===== src/inc/tap_consts.svh =====
// Register offsets, field positions and reset values of the tap registers
`ifndef TAP_CONSTS_SVH
`define TAP_CONSTS_SVH
`define TAP_CONFIG_ADDR 8'h21
`define TAP_STATUS_ADDR 8'h22
`define TAP_CONFIG_RESET 8'h00
`define TAP_STATUS_RESET 8'h00
`define CFG_DP_ABORT 7
`define CFG_LATCH_EN 6
`define CFG_Z_DOUBLE 5
`define CFG_Z_SINGLE 4
`define CFG_Y_DOUBLE 3
`define CFG_Y_SINGLE 2
`define CFG_X_DOUBLE 1
`define CFG_X_SINGLE 0
`define STS_EVENT_ACTIVE 7
`define STS_AXIS_LSB 4
`define STS_DOUBLE 3
`define STS_POL_LSB 0
`define LATENCY_ZERO 8'h00
`define LATENCY_ONE 8'h01
`endif


===== src/inc/tap_pkg.sv =====
// Types shared by the tap register block and its latency gate
package tap_pkg;
	typedef logic [7:0] byte_t;
	typedef logic [2:0] axes_t;
	typedef struct packed {
		byte_t config_r;
		logic event_active_r;
		axes_t axis_r;
		logic double_r;
		axes_t pol_r;
		byte_t rdata_r;
	} regs_s;
	typedef struct packed {
		byte_t count_r;
		logic window_r;
		logic start_seen_r;
		logic suspend_r;
	} gate_s;
endpackage


===== src/inc/tap_gate_if.sv =====
// Signals between the register block and the latency gate
interface tap_gate_if;
	logic [7:0] latency;
	logic tick;
	logic first_pulse;
	logic pulse_start;
	logic pulse_end;
	logic abort_en;
	logic ignore_start;
	logic dp_suspend;
	modport regs (output latency, tick, first_pulse, pulse_start, pulse_end, abort_en,
		input ignore_start, dp_suspend);
	modport gate (input latency, tick, first_pulse, pulse_start, pulse_end, abort_en,
		output ignore_start, dp_suspend);
endinterface


===== src/rtl/tap_event_config_status.sv =====
// Tap event configuration and status register pair
// Function
// With abort clear, double-pulse detection goes on despite a new pulse start in the latency window.
// With abort set, a pulse starting and ending inside the latency window suspends double-pulse detection.
// With latch enable set, the event flag holds until the host reads the status register, which clears it.
// Double-pulse flag enables sit at config bits 5, 3 and 1 for Z, Y and X.
// Single-pulse flag enables sit at config bits 4, 2 and 0 for Z, Y and X.
// Status bit 7 is set when an enabled pulse event has raised the event flag, else zero.
// Status bits 6, 5 and 4 flag an event on Z, Y and X.
// Status bit 3 tells a double pulse (1) from a single pulse (0).
// Status bits 2, 1 and 0 give the pulse polarity of Z, Y and X, 1 for negative.
// The status register at 0x22 is read-only and resets to zero.
// The config register at 0x21 is read/write and resets to zero, leaving detection off.
// After a first pulse, new pulse starts are ignored for the programmed latency.
// With latch enable clear, flags and polarity follow later events.
// The host reads the status register after an event to capture and acknowledge it.
`include "tap_consts.svh"
module tap_event_config_status (
	input wire logic i_clock,
	input wire logic i_rstn,
	input wire logic [7:0] i_reg_addr,
	input wire logic i_reg_wr,
	input wire logic [7:0] i_reg_wdata,
	input wire logic i_reg_rd,
	output tap_pkg::byte_t o_reg_rdata,
	input wire logic [7:0] i_latency,
	input wire logic i_sample_tick,
	input wire logic i_first_pulse,
	input wire logic i_pulse_start,
	input wire logic i_pulse_end,
	input wire tap_pkg::axes_t i_single_pulse,
	input wire tap_pkg::axes_t i_double_pulse,
	input wire tap_pkg::axes_t i_pulse_neg,
	output tap_pkg::byte_t o_tap_config,
	output logic o_tap_event_active,
	output logic o_ignore_start,
	output logic o_dp_suspend
);
	import tap_pkg::*;
	regs_s s_r;
	regs_s s_nxt;
	tap_gate_if gif();
	axes_t single_en;
	axes_t double_en;
	axes_t single_hit;
	axes_t double_hit;
	axes_t hit;
	logic any_hit;
	logic status_rd;
	logic freeze;

	tap_latency_gate u_gate (
		.i_clock(i_clock),
		.i_rstn(i_rstn),
		.g(gif)
	);

	assign gif.latency = i_latency;
	assign gif.tick = i_sample_tick;
	assign gif.first_pulse = i_first_pulse;
	assign gif.pulse_start = i_pulse_start;
	assign gif.pulse_end = i_pulse_end;
	assign gif.abort_en = s_r.config_r[`CFG_DP_ABORT];

	always_comb begin
		single_en = {s_r.config_r[`CFG_Z_SINGLE], s_r.config_r[`CFG_Y_SINGLE],
			s_r.config_r[`CFG_X_SINGLE]};
		double_en = {s_r.config_r[`CFG_Z_DOUBLE], s_r.config_r[`CFG_Y_DOUBLE],
			s_r.config_r[`CFG_X_DOUBLE]};
		single_hit = i_single_pulse & single_en;
		// Suspended double pulses are dropped, not deferred
		double_hit = i_double_pulse & double_en & {3{~gif.dp_suspend}};
		hit = single_hit | double_hit;
		any_hit = |hit;
		status_rd = i_reg_rd && (i_reg_addr == `TAP_STATUS_ADDR);
		freeze = s_r.config_r[`CFG_LATCH_EN] && s_r.event_active_r;
	end

	always_comb begin
		s_nxt = s_r;
		if (i_reg_wr && (i_reg_addr == `TAP_CONFIG_ADDR)) begin
			s_nxt.config_r = i_reg_wdata;
		end
		// Writes to the status offset are ignored
		if (i_reg_rd) begin
			unique case (i_reg_addr)
				`TAP_CONFIG_ADDR: s_nxt.rdata_r = s_r.config_r;
				`TAP_STATUS_ADDR: begin
					s_nxt.rdata_r[`STS_EVENT_ACTIVE] = s_r.event_active_r;
					s_nxt.rdata_r[`STS_AXIS_LSB +: 3] = s_r.axis_r;
					s_nxt.rdata_r[`STS_DOUBLE] = s_r.double_r;
					s_nxt.rdata_r[`STS_POL_LSB +: 3] = s_r.pol_r;
				end
				default: s_nxt.rdata_r = '0;
			endcase
		end
		if (status_rd) begin
			// Read clears; a same-cycle event below wins
			s_nxt.event_active_r = 1'b0;
			s_nxt.axis_r = '0;
			s_nxt.double_r = 1'b0;
			s_nxt.pol_r = '0;
		end
		if (any_hit && (!freeze || status_rd)) begin
			s_nxt.event_active_r = 1'b1;
			if (freeze || !s_r.event_active_r || status_rd) begin
				// Fresh capture of the triggering event
				s_nxt.axis_r = hit;
				s_nxt.pol_r = i_pulse_neg & hit;
			end else begin
				// Later events update flags and polarity
				s_nxt.axis_r = s_r.axis_r | hit;
				s_nxt.pol_r = (s_r.pol_r & ~hit) | (i_pulse_neg & hit);
			end
			s_nxt.double_r = |double_hit;
		end
	end

	always_ff @(posedge i_clock or negedge i_rstn) begin
		if (!i_rstn) begin
			s_r.config_r <= `TAP_CONFIG_RESET;
			s_r.event_active_r <= 1'b0;
			s_r.axis_r <= '0;
			s_r.double_r <= 1'b0;
			s_r.pol_r <= '0;
			s_r.rdata_r <= `TAP_STATUS_RESET;
		end else begin
			s_r <= s_nxt;
		end
	end

	assign o_reg_rdata = s_r.rdata_r;
	assign o_tap_config = s_r.config_r;
	assign o_tap_event_active = s_r.event_active_r;
	assign o_ignore_start = gif.ignore_start;
	assign o_dp_suspend = gif.dp_suspend;
endmodule


===== src/rtl/tap_latency_gate.sv =====
// Latency window timer and double-pulse abort logic
`include "tap_consts.svh"
module tap_latency_gate (
	input wire logic i_clock,
	input wire logic i_rstn,
	tap_gate_if.gate g
);
	import tap_pkg::*;
	gate_s s_r;
	gate_s s_nxt;

	always_comb begin
		s_nxt = s_r;
		if (g.first_pulse) begin
			// Window restarts on each first pulse
			s_nxt.count_r = g.latency;
			s_nxt.window_r = (g.latency != `LATENCY_ZERO);
			s_nxt.start_seen_r = 1'b0;
			s_nxt.suspend_r = 1'b0;
		end else if (s_r.window_r) begin
			if (g.abort_en && g.pulse_start) begin
				s_nxt.start_seen_r = 1'b1;
			end
			if (g.abort_en && g.pulse_end && (s_r.start_seen_r || g.pulse_start)) begin
				s_nxt.suspend_r = 1'b1;
			end
			if (g.tick) begin
				s_nxt.count_r = s_r.count_r - `LATENCY_ONE;
				if (s_r.count_r == `LATENCY_ONE) begin
					// Suspension holds for the rest of the window: it ends with the window
					s_nxt.window_r = 1'b0;
					s_nxt.start_seen_r = 1'b0;
					s_nxt.suspend_r = 1'b0;
				end
			end
		end
	end

	always_ff @(posedge i_clock or negedge i_rstn) begin
		if (!i_rstn) begin
			s_r <= '0;
		end else begin
			s_r <= s_nxt;
		end
	end

	assign g.ignore_start = s_r.window_r;
	// Abort clear means no suspension ever
	assign g.dp_suspend = s_r.suspend_r && g.abort_en;
endmodule


===== config.mk =====
export PLATFORM = sky130hd
export DESIGN_NAME = tap_event_config_status
export DESIGN_NICKNAME = d
export VERILOG_FILES = /design/src/inc/tap_pkg.sv /design/src/inc/tap_gate_if.sv /design/src/rtl/tap_event_config_status.sv /design/src/rtl/tap_latency_gate.sv
export VERILOG_INCLUDE_DIRS = /design/src /design/src/inc
export SDC_FILE = /design/constraint.sdc
export NUM_CORES = 1
export LEC_CHECK = 0
export BUFFER_PORTS_ARGS = -buffer_cell sky130_fd_sc_hd__buf_2
export CORE_MARGIN = 5
export CORE_UTILIZATION = 35
export DETAILED_ROUTE_END_ITERATION = 8
export SLEW_MARGIN = 20
export SYNTH_ARGS = -nofsm -noshare
export SYNTH_HDL_FRONTEND = slang
export SYNTH_HIERARCHICAL = 1
export SYNTH_SLANG_ARGS = --single-unit

===== constraint.sdc =====
create_clock -name i_clock -period 2 [get_ports i_clock]
set_input_delay 0.4 -clock i_clock [delete_from_list [all_inputs] [get_ports i_clock]]
set_output_delay 0.4 -clock i_clock [all_outputs]
set_load 0.005 [all_outputs]

=== Yosys cells after proc, flatten, opt, wreduce, memory -nomap -nowiden ===
Index checks and enable logic that the tools add are counted.

* Register bits: 35
* Bits of input ports: 41
* Output and inout port bits: 19
* Word-level logic and storage cells: 56

* Add/sub/neg operators: 1
* Eq/ne operators: 3
* Muxes and demuxes: 11
* Bitwise operators: 10
* Reduce and logical (&&, ||, !) cells: 21

{| class="wikitable"
|+ Operator list
! kind !! count
|-
| $mux 11 || 3
|-
| $eq 8x6->1 const B || 2
|-
| $mux 8 || 2
|-
| $pmux 8 s2 || 1
|-
| $and 3x3->3 || 5
|-
| $mux 3 || 3
|-
| $or 3x3->3 || 3
|-
| $eq 8x1->1 const B || 1
|-
| $logic_and 1x1->1 || 8
|-
| $reduce_bool 8->1 || 1
|-
| $sub 8x1->8 const B || 1
|-
| $reduce_bool 2->1 || 3
|-
| $reduce_or 3->1 || 2
|-
| $logic_or 1x1->1 || 4
|-
| $not 3->3 || 1
|-
| $logic_not 1->1 || 2
|-
| $mux 1 || 2
|-
| $reduce_and 2->1 || 1
|-
| $not 1->1 || 1
|}

=== Logic depth before layout (Yosys ltp) ===
Gate-level depths: netlist of run 1.

* Depth after elaboration: 9
* Mapped depth: 5
* Mapped depth without buffers: 5

=== Modules after synthesis ===
Netlist of run 1, hierarchy kept.

{| class="wikitable"
|+ Modules (own cells, without submodules)
! module !! times used !! cells an instance !! area each (um^2) !! sequential area each (um^2)
|-
| tap_event_config_status || 1 || 127 || 1328.8 || 600.6
|-
| tap_latency_gate || 1 || 66 || 629.4 || 275.3
|}

=== Least setup slack after synthesis of run 1 ===
Ideal clock, no wire load.

* Kind: in2reg
* Start point: input port i_reg_addr[4]
* End point: register s_r[10] (netlist bit)
* Library setup time: 0.122 ns
* Arrival time: 1.623 ns
* Data required time: 1.878 ns
* Path slack: 0.256 ns
* Cell stages on the path: 5
* Buffers on the path: 1
* Cell sequence: or4b_4 nand4bb_1 buf_2 o211a_1 a32o_1

* Longest elaborated chain between the ends: 5
* Elaborated cells between the ends (all ways): 8
* Classes of those cells: eq/ne: 1; mux: 2; reduce/logical: 5

{| class="wikitable"
|+ RTL lines
! element !! line !! RTL
|-
| from (decl) || tap_event_config_status.sv:21 || <nowiki>input wire logic [7:0] i_reg_addr,</nowiki>
|-
| $eq 8x6->1 (*) || -- ||
|-
| $logic_and 1x1->1 (*) || tap_event_config_status.sv:75 || <nowiki>status_rd = i_reg_rd && (i_reg_addr == `TAP_STATUS_ADDR);</nowiki>
|-
| $logic_or 1x1->1, on equally long branches || tap_event_config_status.sv:106, tap_event_config_status.sv:104 ||
|-
| $mux 3 or $logic_and 1x1->1 (tied branches) || tap_event_config_status.sv:106, tap_event_config_status.sv:104 ||
|-
| $mux 8 or $reduce_bool 2->1 (tied branches) || -- ||
|-
| to (signal assigned) || tap_event_config_status.sv:128 || <nowiki>s_r <= s_nxt;</nowiki>
|-
| to (decl) || tap_event_config_status.sv:40 || <nowiki>regs_s s_r;</nowiki>
|}

Mark *: on every way between the ends. The rest lies on a longest branch, timed or not.
A chain may end at the register's enable or synchronous reset.

=== Final worst setup path of run 1 ===
* Start point: register u_gate/s_r[8] (netlist bit)
* End point: register u_gate/s_r[10] (netlist bit)

* Longest elaborated chain between the ends: 4

{| class="wikitable"
|+ RTL lines
! element !! line !! RTL
|-
| from (decl) || tap_latency_gate.sv:9 || <nowiki>gate_s s_r;</nowiki>
|-
| from (signal assigned) || tap_latency_gate.sv:43 || <nowiki>s_r <= s_nxt;</nowiki>
|-
| $sub 8x1->8 (no source line) || -- ||
|-
| $mux 11 || tap_latency_gate.sv:27 || <nowiki>if (g.tick) begin</nowiki>
|-
| $mux 11 || tap_latency_gate.sv:20 || <nowiki>end else if (s_r.window_r) begin</nowiki>
|-
| $mux 11 || tap_latency_gate.sv:14 || <nowiki>if (g.first_pulse) begin</nowiki>
|}

Every way passes these cells. The select of a mux whose other input is x is not followed.

==> impl_metrics.tcl, run 1 <==
set metrics [dict create \
    critical_path.max_fanout 6 \
    ant_nets 0 \
    antenna_violations_before_repair 0 \
    routabilityCongestion 0.855 \
    num-nets-final 292 \
    met3_usage_grt_pct 2.55 \
    finalWorstPathRequiredPeriod_ns 1.71 \
    start_util_pct 35.8 \
    worst_ir_drop_vdd_uv 329 \
    clock_latency_ns 0.28 \
    ys_seq_elements 35 \
    die_area_sq_um 7190 \
    avgSynthCellArea_sq_um 10.1 \
    antenna-diode-count 0 \
    layout.cells.non_filler 320 \
    globalRouteMet1Util_pct 19.1 \
    globalRoute.totalOverflow 0 \
    timing.final.ws_setup_ns 0.294 \
    start_kind "flip-flop" \
    mappedNetlistArea_sq_um 1960 \
    grt_max_degree 36 \
    place_inst 314 \
    slew_viol_final 0 \
    grt.met2_usage_pct 22.3 \
    count_of_endpoints_failing_setup_in_the_final_report 0 \
    tightestPinTransition_ns 0.444 \
    die_height_um 84.8 \
    first_pass_grt_wire_length_um 8170 \
    synth_top_flop_cell "sky130_fd_sc_hd__dfrtp_1" \
    rows 27 \
    leakage_nw 1.20 \
    layout_cell_share_with_drive_strength_beyond_1_pct 36.3 \
    busiest_layer "met2" \
    synth_fp_nets 236 \
    route.detailed.wl_per_inst_um 15.2 \
    drc 0 \
    groute.usage.overall_pct 14.2 \
    synth-edff-count 0 \
    synth_seq_area_share_pct 44.7 \
    synth_common_cells "35 x sky130_fd_sc_hd__dfrtp_1, 22 x sky130_fd_sc_hd__nand2_1, 17 x sky130_fd_sc_hd__buf_4" \
    pwr_density_cell_nw_per_um2 671 \
    fin_setup_tns_ns 0 \
    dpl.hpwl_um 3780 \
    yosys.area.top_type "sky130_fd_sc_hd__dfrtp_1" \
    dp_slack_ns 0.0633 \
    via_per_inst 5.19 \
    cts_resized 0 \
    worst-setup-path-type "flip-flop to flip-flop" \
    syn-instance-count 193 \
    cts_tree "done" \
    layout.cell_area.non_filler_sq_um 2350 \
    run_status "finished clean" \
    clkSinkCount 35 \
    drt_pre_antenna_iters 4 \
    cts.repair_timing.setup_buffer_count 0 \
    layout-area-overhead-vs-synth_pct 20.0 \
    clock_skew_ns 0.00640 \
    period_share_pct 85.3 \
    maxCapViolCount 0 \
    finalHoldWorstSlack_ns 0.155 \
    finalWirelength_um 4870 \
    placed_cell_area_sq_um 2280 \
    tritoncts.num_buffers 5 \
    postSynth.asyncResetShare_pct 100 \
    clk_path_buf_depth 2 \
    synth_cell_type_count 49 \
    ios 60 \
    reg2reg_slack_ns 0.29 \
    postLayoutCoreUtil_pct 42.9 \
    post-layout-total-power_mw 1.58 \
    root_buffer "sky130_fd_sc_hd__clkbuf_8" \
    rsz0062_at_grt "no" \
    slew_headroom_pct 70.4 \
    cts_hold_fix_bufs 0 \
    dr_total_vias 1661 \
    core_region_area_sq_um 5470 \
    dr.first_iter.drc_count 102 \
    total_of_buffers_placed_on_input_and_output_ports 59 \
    timing.critical_path.required_ns 2.19 \
    clk_transition_reported_paths_ns 0.06 \
    synth_top_area_share_pct 44.7 \
    hp-class "input pin to asynchronous set/reset pin" \
    cts-htree-levels 2 \
    cp-end-kind "flip-flop" \
    synth.area.top_cells "sky130_fd_sc_hd__dfrtp_1 45%, sky130_fd_sc_hd__buf_4 6.5%, sky130_fd_sc_hd__mux2_2 4.6%" \
    final_hold_viol_count 0 \
    die_x_um 84.8 \
    arrival_ns 1.90 \
    grt_pass1_vias 1701 \
    yosys.cell_count.top_type "sky130_fd_sc_hd__dfrtp_1" \
    yosys_warnings 6 \
    max_freq_ghz 0.586 \
]
[power by group]
part	internal (mW)	total, mW	switching (mW)
logic	0.147	0.275	0.128
registers	0.789	0.846	0.0575
clock network	0.232	0.454	0.222
[sequential cells by signal, indices dropped and copies added, names as in the netlist]
signal and cells:
s_r 7, o_tap_event_active 1, o_tap_config 8, u_gate/s_r 10, u_gate/g.ignore_start 1, o_reg_rdata 8
[worst max-delay path, stage by stage (launching register included)]
cell,delay (ns)
sky130_fd_sc_hd__dfrtp_1,0.39
sky130_fd_sc_hd__or4_4,0.58
sky130_fd_sc_hd__or4_1,0.48
sky130_fd_sc_hd__a31oi_1,0.18
[layer usage]
layer / vias to the layer above / wire (um)
li1: 812 / -
met1: 792 / 2230
met2: 49 / 2290
met3: 8 / 244
met4: 0 / 99
met5: - / 0
[final cells by class]
type,count,area [sq um]
timing repair buffer,69,370
tap,72,90.1
sequential,35,876
multi-input combinational,126,896
clock buffer,6,72.6
fill,573,3120
inverter,12,45.0
[layout by cell type, fill, tap and decap left out, types with 3 or more instances in the layout]
| master | count |
|---|---|
| sky130_fd_sc_hd__buf_2 | 59 |
| sky130_fd_sc_hd__dfrtp_1 | 35 |
| sky130_fd_sc_hd__nand2_1 | 22 |
| sky130_fd_sc_hd__inv_1 | 12 |
| sky130_fd_sc_hd__buf_4 | 10 |
| sky130_fd_sc_hd__o21ai_0 | 9 |
| sky130_fd_sc_hd__a21oi_1 | 9 |
| sky130_fd_sc_hd__mux2_2 | 8 |
| sky130_fd_sc_hd__and2_1 | 5 |
| sky130_fd_sc_hd__nor2_1 | 5 |
| sky130_fd_sc_hd__clkbuf_8 | 5 |
| sky130_fd_sc_hd__or4_1 | 5 |
| sky130_fd_sc_hd__nand3b_1 | 4 |
| sky130_fd_sc_hd__a2bb2oi_1 | 4 |
| sky130_fd_sc_hd__nor2b_1 | 4 |
| sky130_fd_sc_hd__nand3_1 | 4 |
| sky130_fd_sc_hd__o211a_1 | 3 |
| sky130_fd_sc_hd__o31ai_1 | 3 |
| sky130_fd_sc_hd__a32o_1 | 3 |
| sky130_fd_sc_hd__a31oi_1 | 3 |
| sky130_fd_sc_hd__o211ai_1 | 3 |
[worst paths after layout]
kind	from	end	cells past startpoint
setup / recovery	u_gate/s_r[8]$_DFFE_PN0P_	u_gate/s_r[10]$_DFFE_PN0P_	3
hold / removal	i_rstn	u_gate/s_r[6]$_DFFE_PN0P_	2
setup reg to reg	u_gate/s_r[8]$_DFFE_PN0P_	u_gate/s_r[10]$_DFFE_PN0P_	3
hold reg to reg	s_r[8]$_DFFE_PN0P_	o_reg_rdata[0]$_DFFE_PN0P_	2
max in group asynchronous	i_rstn	o_tap_config[0]$_DFFE_PN0P_	2
min in group i_clock	i_latency[1]	u_gate/s_r[4]$_DFFE_PN0P_	2
[logic make-up (layout without fill, tap and decap cells)]
kind of cell             Yosys count  in the layout  synth area share [%]
adder cells (fa/ha/maj)            2              2                  1.28
flip-flops                        35             35                  44.7
buffers and inverters             32             87                  9.52
multiplexers                       8              8                  4.60
AND/OR/NAND/NOR                   64             64                  20.1
AO/OA/AOI/OAI                     50             50                  18.9
XOR/XNOR                           2              2                 0.895
Note: power is estimated with default switching activity, not from simulation.
==> run 2: changes to the inputs <==
==> constraint.sdc (replaced) <==
create_clock -name i_clock -period 2 [get_ports i_clock]
set_input_delay 0.3 -clock i_clock [delete_from_list [all_inputs] [get_ports i_clock]]
set_output_delay 0.3 -clock i_clock [all_outputs]
set_load 0.005 [all_outputs]
==> run 2 against run 1 <==
  * Register-to-register slack hardly changed
  * Critical path type unchanged
  * Final cell count unchanged
  * Final area increased by 1.9%
  * Largest power group unchanged
  * Critical endpoint unchanged
==> impl_metrics.tcl, run 2 (synthesized netlist as in run 1, its figures left out) <==
set metrics [dict create \
    p_seq_share_pct 47.5 \
    flip_flop_count_of_the_largest_register_all_copies_and_words_added 10 \
    final_common_cell "sky130_fd_sc_hd__buf_2" \
    critical_path.slowest_cell "sky130_fd_sc_hd__or4_4" \
    start_kind "flip-flop" \
    grt_max_degree 36 \
    drt_pre_antenna_iters 4 \
    num-nets-final 290 \
    reg2reg_depth 3 \
    root_buffer "sky130_fd_sc_hd__clkbuf_8" \
    critical_path.max_fanout 6 \
    arrival_ns 1.92 \
    core_region_area_sq_um 5470 \
    clkSinkCount 35 \
    rows 27 \
    timing.critical_path.required_ns 2.21 \
    cts_hold_fix_bufs 1 \
    routabilityCongestion 0.924 \
    antenna_violations_before_repair 0 \
    place_inst 311 \
    path_delay_family "simple AND/OR/NAND/NOR gates" \
    layout-area-overhead-vs-synth_pct 22.3 \
    drc 0 \
    die_x_um 84.8 \
    worst_ir_drop_vdd_uv 440 \
    clk_transition_reported_paths_ns 0.07 \
    cts_resized 0 \
    worst-setup-path-type "flip-flop to flip-flop" \
    max_freq_ghz 0.587 \
    p_switching_mw 0.446 \
    dr.first_iter.drc_count 85 \
    ios 60 \
    timing.final.ws_setup_ns 0.298 \
    slew_viol_final 0 \
    rsz0062_at_grt "no" \
    seqCellArea_sq_um 876 \
    tritoncts.num_buffers 5 \
    clk_path_buf_depth 2 \
    multi_input_area_sq_um 896 \
    ant_nets 0 \
    layout.cells.non_filler 320 \
    clock_latency_ns 0.29 \
    slew_headroom_pct 71.3 \
    via_per_inst 5.13 \
    globalRoute.totalOverflow 0 \
    timing.critical_path.depth 3 \
    leakage_nw 1.22 \
    total_of_buffers_placed_on_input_and_output_ports 59 \
    dpl.hpwl_um 3750 \
    timing.hold.worst_path_depth 2 \
    period_share_pct 85.1 \
    grt_pass1_vias 1628 \
    internal_power_mw 1.34 \
    cts.repair_timing.setup_buffer_count 0 \
    cts-htree-levels 2 \
    first_pass_grt_wire_length_um 8120 \
    dp_slack_ns 0.0970 \
    count_of_endpoints_failing_setup_in_the_final_report 0 \
    start_util_pct 35.8 \
    regMostFlops "u_gate/s_r" \
    groute.usage.overall_pct 14.4 \
    maxCapViolCount 0 \
    crit_buf_inv 0 \
    hp-class "input pin to flip-flop" \
    die_area_sq_um 7190 \
    cpPeakStageDelay_ns 0.58 \
    power_frac_comb_pct 15.5 \
    mostFrequentLayoutCells "59 x sky130_fd_sc_hd__buf_2, 35 x sky130_fd_sc_hd__dfrtp_1, 22 x sky130_fd_sc_hd__nand2_1" \
    cp-end-kind "flip-flop" \
    power_frac_clock_pct 37.0 \
    layout_cell_share_with_drive_strength_beyond_1_pct 36.3 \
    finalWirelength_um 4860 \
    dr_total_vias 1641 \
    tightestPinTransition_ns 0.426 \
    swShare_pct 25.0 \
    number_of_fillers_in_the_final_layout 563 \
    final_hold_viol_count 0 \
    run_status "finished clean" \
    antenna-diode-count 0 \
    crit_path_cell_trace "or4_4, or4_1, a31oi_1" \
    cts_tree "done" \
    clock_skew_ns 0.0121 \
    finalWorstPathRequiredPeriod_ns 1.70 \
    pwr_density_cell_nw_per_um2 746 \
    die_height_um 84.8 \
    fin_setup_tns_ns 0 \
    route.detailed.wl_per_inst_um 15.2 \
]
## run 2: cell types whose count changed in the layout (fill, tap and decap cells not counted)
cell,delta
sky130_fd_sc_hd__clkbuf_1,-1
sky130_fd_sc_hd__dlygate4sd3_1,+1
sky130_fd_sc_hd__clkinv_2,+1
sky130_fd_sc_hd__buf_4,-4
sky130_fd_sc_hd__bufinv_16,+1
sky130_fd_sc_hd__clkbuf_8,+1
sky130_fd_sc_hd__buf_12,+1
## run 2: metrics by stage
| step | cell area, sq um | utilization (%) | total power, mW | hold WS, ns |
|---|---|---|---|---|
| 2_1_floorplan | 1960 | - | 1.03 | 0.00441 |
| 3_3_place_gp | 2270 | 41.4 | 1.13 | 0.278 |
| 3_5_place_dp | 2270 | 41.4 | 1.14 | 0.280 |
| 4_1_cts | 2390 | 43.8 | 1.81 | 0.218 |
| 5_1_grt | 2390 | 43.8 | 1.90 | 0.221 |
| 6_report | 2390 | 43.8 | 1.79 | 0.225 |
## run 2: power by group through the flow
| stage | clock [mW] | combinational [mW] | sequential, mW |
|---|---|---|---|
| after floorplan | 0 | 0.185 | 0.840 |
| after global placement | 0 | 0.274 | 0.860 |
| after detailed placement | 0 | 0.279 | 0.860 |
| after CTS | 0.681 | 0.281 | 0.847 |
| after global routing | 0.723 | 0.314 | 0.861 |
| final | 0.662 | 0.276 | 0.849 |
## run 2: area by class of cell
type / count / share of cell area (%)
multi-input cells: 126 / 37.4
clock buffers: 6 / 3.45
well taps: 72 / 3.76
flip-flops and latches: 35 / 36.6
clock inverters: 2 / 1.46
repair buffers: 67 / 15.5
inverters: 12 / 1.88
## run 2: layer usage
layer | vias to the layer above | wire [um] | track usage [%]
li1 | 807 | - | -
met2 | 35 | 2250 | 21.4
met4 | 0 | 121 | 6.47
met5 | - | 0 | 0
met3 | 10 | 193 | 3.53
met1 | 789 | 2300 | 19.6
## run 2: path summary, 6_finish.rpt
check,start,slack (ns),endpoint
worst max-delay path,u_gate/s_r[8]$_DFFE_PN0P_,0.30,u_gate/s_r[10]$_DFFE_PN0P_
worst min-delay path,i_latency[1],0.23,u_gate/s_r[4]$_DFFE_PN0P_
worst max register to register,u_gate/s_r[8]$_DFFE_PN0P_,0.30,u_gate/s_r[10]$_DFFE_PN0P_
worst min register to register,s_r[8]$_DFFE_PN0P_,0.49,o_reg_rdata[0]$_DFFE_PN0P_
max in group asynchronous,i_rstn,1.31,o_reg_rdata[5]$_DFFE_PN0P_
min in group asynchronous,i_rstn,0.50,u_gate/s_r[5]$_DFFE_PN0P_
